--- src/shared/dobc_pkg.sv ---
package dobc_pkg;

  // option byte locations as indices; byte address is four times the index
  localparam logic [19:0] IDX_RSVD     = 20'h000c2;
  localparam logic [19:0] IDX_DBG      = 20'h000c3;
  localparam logic [19:0] IDX_RSVD_ALT = 20'h010c2;
  localparam logic [19:0] IDX_DBG_ALT  = 20'h010c3;
  localparam logic [31:0] ADDR_RSVD     = {10'h000, IDX_RSVD, 2'h0};
  localparam logic [31:0] ADDR_DBG      = {10'h000, IDX_DBG, 2'h0};
  localparam logic [31:0] ADDR_RSVD_ALT = {10'h000, IDX_RSVD_ALT, 2'h0};
  localparam logic [31:0] ADDR_DBG_ALT  = {10'h000, IDX_DBG_ALT, 2'h0};
  localparam logic [31:0] ADDR_STATUS   = 32'h0000_0000;

  // slots of the option byte store
  localparam logic [1:0] SLOT_RSVD     = 2'h0;
  localparam logic [1:0] SLOT_DBG      = 2'h1;
  localparam logic [1:0] SLOT_RSVD_ALT = 2'h2;
  localparam logic [1:0] SLOT_DBG_ALT  = 2'h3;

  // debug option byte fields
  localparam int          DBG_EN_BIT   = 7;
  localparam int          SUPP_BIT     = 0;
  localparam int          SCR_LSB      = 1;
  localparam int          SCR_MSB      = 3;
  localparam logic [5:0]  FIXED_BITS   = 6'h02;
  localparam logic [7:0]  ERASED_BYTE  = 8'hff;

  // status register fields
  localparam int ST_EN_BIT   = 0;
  localparam int ST_ERASE_BIT = 1;
  localparam int ST_DONE_BIT = 2;
  localparam int ST_SWAP_BIT = 3;
  localparam int ST_BAD_BIT  = 4;
  localparam int ST_BYTE_LSB = 8;

  // bus timing: access cycles before pready, minus one
  localparam logic [1:0] APB_WAIT = 2'h1;

  typedef enum logic [1:0] {ST_BOOT, ST_FETCH, ST_WAIT, ST_RUN} dobc_state_t;

endpackage

--- src/rtl/dobc_store.sv ---
`timescale 1ns/100ps
module dobc_store
(
  input  wire logic       pclk,
  input  wire logic       presetn,
  input  wire logic       we,
  input  wire logic [1:0] waddr,
  input  wire logic [7:0] wdata,
  input  wire logic [1:0] raddr,
  output logic      [7:0] rdata
);

  typedef struct packed {
    logic [3:0][7:0] mem;
    logic [7:0]      rdata;
  } dobc_store_t;

  dobc_store_t s_r;
  dobc_store_t s_nxt;

  always_comb
  begin
    s_nxt = s_r;
    s_nxt.rdata = s_r.mem[raddr];
    if (we)
    begin
      s_nxt.mem[waddr] = wdata;
    end
  end

  // erased state of the store
  always_ff @(posedge pclk or negedge presetn)
  begin
    if (!presetn)
    begin
      s_r <= {{4{dobc_pkg::ERASED_BYTE}}, dobc_pkg::ERASED_BYTE};
    end
    else
    begin
      s_r <= s_nxt;
    end
  end

  assign rdata = s_r.rdata;

endmodule // dobc_store

--- src/rtl/dobc_top.sv ---
// How it works
// - both bits zero disables debug entirely
// - enable, no suppress: debug on, erase on fail
// - enable and suppress: debug on, keep flash
// - debugger may overwrite bits three to one
//
// Implementation choice: register access over APB.
`timescale 1ns/100ps
module dobc_top
(
  input  wire logic        pclk,
  input  wire logic        presetn,
  input  wire logic [31:0] paddr,
  input  wire logic        psel,
  input  wire logic        penable,
  input  wire logic        pwrite,
  input  wire logic [31:0] pwdata,
  output logic      [31:0] prdata,
  output logic             pready,
  output logic             pslverr,
  input  wire logic        boot_swap,
  input  wire logic        auth_fail,
  input  wire logic        scratch_we,
  input  wire logic [2:0]  scratch_bits,
  output logic             ocd_enable,
  output logic             erase_on_fail,
  output logic             flash_erase_req,
  output logic             load_done
);

  typedef struct packed {
    dobc_pkg::dobc_state_t st;
    logic                  swap;
    logic [7:0]            dbg_byte;
    logic [7:0]            act_byte;
    logic                  ocd_en;
    logic                  erase_en;
    logic                  bad_code;
    logic                  done;
    logic                  erase_req;
    logic [1:0]            wcnt;
    logic                  pready;
    logic [31:0]           prdata;
    logic                  pslverr;
  } dobc_regs_t;

  dobc_regs_t r_r;
  dobc_regs_t r_nxt;

  logic       mem_we;
  logic [1:0] mem_waddr;
  logic [7:0] mem_wdata;
  logic [1:0] mem_raddr;
  logic [7:0] mem_rdata;
  logic       acc;
  logic       wr_done;
  logic [2:0] dec;

  ////////////////////////////////////////////////////////////////////////////
  // decoding helpers

  // {hit_store, slot}
  function automatic logic [2:0] addr_dec(input logic [31:0] a);
    case (a)
      dobc_pkg::ADDR_RSVD:     addr_dec = {1'b1, dobc_pkg::SLOT_RSVD};
      dobc_pkg::ADDR_DBG:      addr_dec = {1'b1, dobc_pkg::SLOT_DBG};
      dobc_pkg::ADDR_RSVD_ALT: addr_dec = {1'b1, dobc_pkg::SLOT_RSVD_ALT};
      dobc_pkg::ADDR_DBG_ALT:  addr_dec = {1'b1, dobc_pkg::SLOT_DBG_ALT};
      default:                 addr_dec = 3'h0;
    endcase
  endfunction

  // {debug on, erase on auth fail, prohibited code}
  function automatic logic [2:0] opt_dec(input logic [7:0] b);
    logic en;
    logic supp;
    en = b[dobc_pkg::DBG_EN_BIT];
    supp = b[dobc_pkg::SUPP_BIT];
    opt_dec = {en, en & ~supp, ~en & supp};
  endfunction

  // store slot of the active debug byte
  function automatic logic [1:0] act_slot(input logic swap);
    act_slot = swap ? dobc_pkg::SLOT_DBG_ALT : dobc_pkg::SLOT_DBG;
  endfunction

  ////////////////////////////////////////////////////////////////////////////
  // option byte store

  assign acc = psel & penable;
  assign dec = addr_dec(paddr);
  assign wr_done = acc & r_r.pready & pwrite & dec[2];

  always_comb
  begin
    mem_raddr = dec[1:0];
    if (r_r.st != dobc_pkg::ST_RUN)
    begin
      mem_raddr = act_slot(r_r.swap);
    end
    mem_we = 1'b0;
    mem_waddr = dec[1:0];
    mem_wdata = pwdata[7:0];
    if (wr_done)
    begin
      mem_we = 1'b1;
    end
    else if (scratch_we && r_r.ocd_en && r_r.st == dobc_pkg::ST_RUN)
    begin
      mem_we = 1'b1;
      mem_waddr = act_slot(r_r.swap);
      // other bits of the stored byte are kept
      mem_wdata = {r_r.act_byte[7:4], scratch_bits, r_r.act_byte[0]};
    end
  end

  dobc_store u_store
  (
    .pclk    (pclk),
    .presetn (presetn),
    .we      (mem_we),
    .waddr   (mem_waddr),
    .wdata   (mem_wdata),
    .raddr   (mem_raddr),
    .rdata   (mem_rdata)
  );

  ////////////////////////////////////////////////////////////////////////////
  // loader, decode and bus

  always_comb
  begin
    r_nxt = r_r;
    r_nxt.erase_req = 1'b0;
    case (r_r.st)
      dobc_pkg::ST_BOOT:
      begin
        r_nxt.swap = boot_swap;
        r_nxt.st = dobc_pkg::ST_FETCH;
      end
      dobc_pkg::ST_FETCH:
      begin
        r_nxt.st = dobc_pkg::ST_WAIT;
      end
      dobc_pkg::ST_WAIT:
      begin
        r_nxt.dbg_byte = mem_rdata;
        r_nxt.act_byte = mem_rdata;
        {r_nxt.ocd_en, r_nxt.erase_en, r_nxt.bad_code} = opt_dec(mem_rdata);
        r_nxt.done = 1'b1;
        r_nxt.st = dobc_pkg::ST_RUN;
      end
      dobc_pkg::ST_RUN:
      begin
        r_nxt.erase_req = auth_fail & r_r.erase_en;
        if (mem_we && !wr_done)
        begin
          r_nxt.dbg_byte[dobc_pkg::SCR_MSB:dobc_pkg::SCR_LSB] = scratch_bits;
          r_nxt.act_byte[dobc_pkg::SCR_MSB:dobc_pkg::SCR_LSB] = scratch_bits;
        end
        // shadow of stored active byte follows bus writes
        if (wr_done && dec[1:0] == act_slot(r_r.swap))
        begin
          r_nxt.act_byte = pwdata[7:0];
        end
      end
      default:
      begin
        r_nxt.st = dobc_pkg::ST_BOOT;
      end
    endcase

    if (r_r.pready)
    begin
      r_nxt.pready = 1'b0;
      r_nxt.pslverr = 1'b0;
      r_nxt.wcnt = 2'h0;
    end
    else if (acc && r_r.st == dobc_pkg::ST_RUN)
    begin
      if (r_r.wcnt == dobc_pkg::APB_WAIT)
      begin
        r_nxt.pready = 1'b1;
        r_nxt.prdata = 32'h0000_0000;
        r_nxt.pslverr = 1'b0;
        if (dec[2])
        begin
          r_nxt.prdata = {24'h000000, mem_rdata};
        end
        else if (paddr == dobc_pkg::ADDR_STATUS)
        begin
          r_nxt.prdata[dobc_pkg::ST_EN_BIT] = r_r.ocd_en;
          r_nxt.prdata[dobc_pkg::ST_ERASE_BIT] = r_r.erase_en;
          r_nxt.prdata[dobc_pkg::ST_DONE_BIT] = r_r.done;
          r_nxt.prdata[dobc_pkg::ST_SWAP_BIT] = r_r.swap;
          r_nxt.prdata[dobc_pkg::ST_BAD_BIT] = r_r.bad_code;
          r_nxt.prdata[dobc_pkg::ST_BYTE_LSB +: 8] = r_r.dbg_byte;
        end
        else
        begin
          r_nxt.pslverr = 1'b1;
        end
      end
      else
      begin
        r_nxt.wcnt = r_r.wcnt + 2'h1;
      end
    end
  end

  always_ff @(posedge pclk or negedge presetn)
  begin
    if (!presetn)
    begin
      r_r <= '{st: dobc_pkg::ST_BOOT, dbg_byte: 8'h00, act_byte: 8'h00, prdata: 32'h0000_0000,
               wcnt: 2'h0, default: 1'b0};
    end
    else
    begin
      r_r <= r_nxt;
    end
  end

  assign prdata = r_r.prdata;
  assign pready = r_r.pready;
  assign pslverr = r_r.pslverr;
  assign ocd_enable = r_r.ocd_en;
  assign erase_on_fail = r_r.erase_en;
  assign flash_erase_req = r_r.erase_req;
  assign load_done = r_r.done;

  ////////////////////////////////////////////////////////////////////////////
  // checks

  ocd_off_a: assert property (@(posedge pclk) disable iff (!presetn)
    r_r.done && !r_r.dbg_byte[dobc_pkg::DBG_EN_BIT] |-> !ocd_enable && !erase_on_fail)
    else $error("debug active with enable bit clear");

  bad_code_a: assert property (@(posedge pclk) disable iff (!presetn)
    auth_fail && r_r.bad_code |=> !flash_erase_req)
    else $error("prohibited code produced an erase");

  erase_req_a: assert property (@(posedge pclk) disable iff (!presetn)
    r_r.st == dobc_pkg::ST_RUN && auth_fail && ocd_enable
      && !r_r.dbg_byte[dobc_pkg::SUPP_BIT] |=> flash_erase_req)
    else $error("failed id did not request erase");

  keep_flash_a: assert property (@(posedge pclk) disable iff (!presetn)
    r_r.done && r_r.dbg_byte[dobc_pkg::SUPP_BIT] |-> ##1 !flash_erase_req)
    else $error("erase requested while suppressed");

  dbg_on_a: assert property (@(posedge pclk) disable iff (!presetn)
    r_r.done && r_r.dbg_byte[dobc_pkg::DBG_EN_BIT] |-> ocd_enable)
    else $error("debug off with enable bit set");

  scratch_a: assert property (@(posedge pclk) disable iff (!presetn)
    r_r.st == dobc_pkg::ST_RUN && scratch_we && ocd_enable && !wr_done
      |=> r_r.dbg_byte[3:1] == $past(scratch_bits) ##1 u_store.s_r.mem[$past(mem_waddr, 2)][3:1]
      == $past(scratch_bits, 2))
    else $error("debugger bits not stored");

  load_time_a: assert property (@(posedge pclk) disable iff (!presetn)
    r_r.st == dobc_pkg::ST_BOOT |-> ##3 load_done && r_r.st == dobc_pkg::ST_RUN)
    else $error("option load not done in three cycles");

  swap_sel_a: assert property (@(posedge pclk) disable iff (!presetn)
    r_r.st == dobc_pkg::ST_FETCH |-> mem_raddr == (r_r.swap ? dobc_pkg::SLOT_DBG_ALT
      : dobc_pkg::SLOT_DBG))
    else $error("wrong option byte location fetched");

  hold_a: assert property (@(posedge pclk) disable iff (!presetn)
    load_done ##1 load_done |-> $stable(ocd_enable) && $stable(erase_on_fail))
    else $error("debug settings changed after load");

  bus_ans_a: assert property (@(posedge pclk) disable iff (!presetn)
    psel && penable && !pready |-> ##[1:5] pready)
    else $error("bus access not answered");

  keep_bits_a: assert property (@(posedge pclk) disable iff (!presetn)
    mem_we && !wr_done |=> u_store.s_r.mem[$past(mem_waddr)][7:4]
      == $past(u_store.s_r.mem[mem_waddr][7:4])
      && u_store.s_r.mem[$past(mem_waddr)][0] == $past(u_store.s_r.mem[mem_waddr][0]))
    else $error("debugger write changed other bits");

  erase_cfg_a: assert property (@(posedge pclk) disable iff (!presetn)
    flash_erase_req |-> erase_on_fail && $past(auth_fail))
    else $error("erase request without failed id");

  slv_err_a: assert property (@(posedge pclk) disable iff (!presetn)
    psel && penable && pready && !dec[2] && paddr != dobc_pkg::ADDR_STATUS |-> pslverr)
    else $error("unmapped access without error");

endmodule // dobc_top

--- config.mk ---
export PLATFORM = sky130hd
export DESIGN_NAME = dobc_top
export DESIGN_NICKNAME = d
export VERILOG_FILES = /design/src/shared/dobc_pkg.sv /design/src/rtl/dobc_store.sv /design/src/rtl/dobc_top.sv
export SDC_FILE = /design/constraint.sdc
export NUM_CORES = 1
export LEC_CHECK = 0
export BUFFER_PORTS_ARGS = -buffer_cell sky130_fd_sc_hd__buf_2
export CAP_MARGIN = 20
export CORE_MARGIN = 8
export CORE_UTILIZATION = 28
export CTS_CLUSTER_SIZE = 28
export DETAILED_ROUTE_END_ITERATION = 16
export SLEW_MARGIN = 20
export SYNTH_ARGS = -nofsm -noshare
export SYNTH_HDL_FRONTEND = slang
export SYNTH_SLANG_ARGS = --single-unit
--- constraint.sdc ---
create_clock -name pclk -period 2 [get_ports pclk]
set_input_delay 0.3 -clock pclk [delete_from_list [all_inputs] [get_ports pclk]]
set_output_delay 0.3 -clock pclk [all_outputs]
set_load 0.02 [all_outputs]
==> impl_metrics.yaml <==
layout:
  area_growth_pct: 20.63
  num_antenna_cells: 0
  fin_area_sq_um: 4908
  finalNonFillerCells: 616
  share_of_post_route_cells_with_drive_strength_above_1_pct: 44.68
  fin_nets: 508
critical_path:
  required_time_of_the_critical_path_ns: 2.28
  worstSetupEndpointType: "register"
  ff2ff_setup_slack_ns: 0.14
  kind_of_start_point_of_the_critical_path: "register"
  timing.setup.critical_path_class: "reg2reg"
  critical_path.max_fanout: 17
  cp.arrival_ns: 2.13
power:
  p_seq_share_pct: 47.5
  portion_of_total_power_attributed_to_combinational_logic_pct: 8.5
  power.switching_mw: 0.8445
  power_per_cell_area_nw_per_um2: 719.7
  max-vdd-ir-drop_uv: 374.2
  p_leak_nw: 2.191
  power_mw: 3.532
  internal-power_mw: 2.688
  clock_power_share_pct: 44.0
  p_sw_share_pct: 23.91
grt:
  grt_max_degree: 48
  grt_pass1_wl_microns: 15580
  grt_use_total_pct: 10.73
  grt_antenna_before_repair: 1
  first_global_vias: 3030
  grt-ovfl-total: 0
drt:
  route.detailed.wl_per_inst_microns: 15.72
  drc_errors: 0
  dr.first_iter.drc_count: 126
  met3_wire_len_microns: 703
  met2_length_microns: 4795
  detail_route.first_pass.iterations: 4
  topRoutingLayerUsed: "met5"
  via_count: 2841
  drt-vias-per-instance: 4.612
  wirelength_met1_microns: 4043
  drt.antenna.violating_nets: 0
  total_length_of_routed_wires_microns: 9681
logic_synthesis:
  syn-cell-area_sq_um: 4069
  postSynthCellCount: 350
  synthesis.yosys.warnings: 0
  synth.yosys.seq_area_share_pct: 50.43
  async_flop_share_pct: 100.0
  postSynth.topFlopCell: "sky130_fd_sc_hd__dfstp_2"
  yosys-top-cells-area: "sky130_fd_sc_hd__dfstp_2 26%, sky130_fd_sc_hd__dfrtp_1 25%, sky130_fd_sc_hd__mux2i_1 9.8%"
  synth_largest_type_area_fraction_pct: 25.83
  synth_area_per_inst_sq_um: 11.63
  netlist.top_cell.by_area: "sky130_fd_sc_hd__dfstp_2"
  synthDistinctLibCells: 44
  synth_edf_count: 0
  ys_seq_elements: 80
  synth.cells.most_frequent: "40 x sky130_fd_sc_hd__dfrtp_1, 40 x sky130_fd_sc_hd__dfstp_2, 40 x sky130_fd_sc_hd__mux2i_1, 32 x sky130_fd_sc_hd__buf_4, 26 x sky130_fd_sc_hd__nor2_1"
placed_design:
  place.gp.congestion: 0.7703
  numPlacedInstances: 600
  buffer_ports.inserted: 72
  postPlaceCellArea_sq_um: 4617
  detailed_placer_s_ending_hpwl_microns: 7314
clock_network:
  cts_sinks: 80
  clockBufferDepth: 2
  source_to_sink_clock_delay_at_the_later_pin_of_the_worst_skew_pair_ns: 0.34
  clock_tree_from_tritoncts: "yes"
  number_of_clock_buffers_inserted_by_tritoncts: 9
  root_buffer: "sky130_fd_sc_hd__clkbuf_16"
  h_tree_lvls: 3
  clk_pin_slew_ns: 0.06
die:
  floorplan.die.height_microns: 136.5
  floorplan.io_pins: 113
  chipWidth_microns: 136.5
  fp-row-count: 44
  fp.coreArea_sq_um: 14370
  start_util_pct: 28.32
  floorplan.die_area_sq_um: 18640
status:
  violations: "hold timing"
  status: "finished, violations left"
run:
  max_cap_violations: 0
timing:
  hold_violation_count_in_the_final_report: 4
  final_min_period_over_clock_period_pct: 92.94
  finalSetupViolCount: 0
  timing_max_transition_violations_final: 0
  max-slew-margin-rel_pct: 57.39
  rsz_0062_raised_after_global_routing: "false"
  min_period_ns: 1.859
  totalNegativeSetupSlack_ns: 0
  achievable-frequency_ghz: 0.5380
  fin_skew_ns: 0.007660
  pin_slew_with_the_least_headroom_to_its_limit_ns: 0.6391
  hold_ws_ns: -0.01820
worst_hold_path:
  min-delay-path-class: "in2async"
-- through the flow --
step	setup WS, ns	utilization, %
after detailed placement	-0.1479	32.13
after global placement	-0.1024	32.13
final	0.1413	34.16
after global routing	0.01410	34.16
after floorplan	-0.01756	-
after CTS	0.02961	34.13
-- final timing paths --
kind / from / end / cells past startpoint
min in group pclk: boot_swap / r_r[57] / 2
max in group asynchronous: presetn / u_store.rdata[6] / 2
max: r_r[58] / prdata[11] / 7
min reg2reg: prdata[7] / prdata[7] / 2
max reg2reg: r_r[58] / prdata[11] / 7
min: presetn / r_r[34] / 1
-- sequential cells by signal, summed over array words and instances, names as in the netlist --
name             count
u_store.rdata        8
u_store.s_r         32
pslverr              1
pready               1
flash_erase_req      1
erase_on_fail        1
r_r                 19
load_done            1
prdata              16
-- critical path, stage by stage, from the launching register on --
cell	delay, ns
sky130_fd_sc_hd__dfrtp_1	0.39
sky130_fd_sc_hd__ha_1	0.19
sky130_fd_sc_hd__buf_4	0.24
sky130_fd_sc_hd__nand4_1	0.16
sky130_fd_sc_hd__or2_2	0.31
sky130_fd_sc_hd__inv_1	0.07
sky130_fd_sc_hd__and3_2	0.28
sky130_fd_sc_hd__a22o_1	0.16
-- layout by cell type, fill, tap and decap left out, types with 4 or more instances in the layout --
cell,synthesis,final
sky130_fd_sc_hd__dfstp_2,40,40
sky130_fd_sc_hd__conb_1,1,16
sky130_fd_sc_hd__nand4_1,4,4
sky130_fd_sc_hd__a22oi_1,7,7
sky130_fd_sc_hd__nand3_1,8,8
sky130_fd_sc_hd__dfrtp_1,40,40
sky130_fd_sc_hd__mux2i_1,40,39
sky130_fd_sc_hd__a21oi_1,20,20
sky130_fd_sc_hd__a22o_1,8,8
sky130_fd_sc_hd__buf_12,1,4
sky130_fd_sc_hd__nor2_1,26,26
sky130_fd_sc_hd__clkbuf_16,0,10
sky130_fd_sc_hd__buf_2,0,71
sky130_fd_sc_hd__o21ai_0,8,8
sky130_fd_sc_hd__mux2_2,23,23
sky130_fd_sc_hd__nor3_1,4,4
sky130_fd_sc_hd__inv_1,6,6
sky130_fd_sc_hd__nand2_1,23,23
sky130_fd_sc_hd__buf_4,32,21
sky130_fd_sc_hd__ha_1,6,6
-- power groups by stage --
| stage | Clock (mW) | Combinational, mW | Sequential (mW) |
|---|---|---|---|
| floorplan | 0 | 0.153 | 1.72 |
| global placement | 0 | 0.292 | 1.70 |
| detailed placement | 0 | 0.303 | 1.71 |
| CTS | 1.59 | 0.304 | 1.68 |
| global route | 1.66 | 0.337 | 1.68 |
| finish | 1.56 | 0.299 | 1.68 |
-- cells by family (layout without fill, tap and decap cells) --
kind of cell | Yosys count | in the layout | synth area share (%)
buf+inv | 51 | 118 | 8.795
mux | 64 | 64 | 16.57
simple gates | 96 | 96 | 13.90
compound gates | 50 | 50 | 7.934
fa+ha+maj | 6 | 6 | 1.845
flops | 80 | 80 | 50.43
xor+xnor | 2 | 2 | 0.4306
other cells | 1 | 16 | 0.09216
-- repair_timing --
item | CTS | global route
hold endpoints to repair | 0 | 0
setup endpoints to repair | 1 | 18
buffers inserted | 0 | 0
hold buffers | 0 | 0
resized for setup | 1 | 1
-- cell type report --
| class | instances | area (sq um) |
|---|---|---|
| fillers | 1416 | 9460 |
| flip-flops and latches | 80 | 2052 |
| multi-input cells | 234 | 1725 |
| repair buffers | 96 | 593.1 |
| clock buffers | 12 | 257.7 |
| well taps | 184 | 230.2 |
| clock inverters | 4 | 27.53 |
| inverters | 6 | 22.52 |
-- metal layers --
layer	up-vias	global-route usage, %
met1	1407	12.42
li1	1351	-
met5	-	0
met4	2	3.661
met3	13	3.561
met2	68	18.20
(Power assumes the default switching activity.)
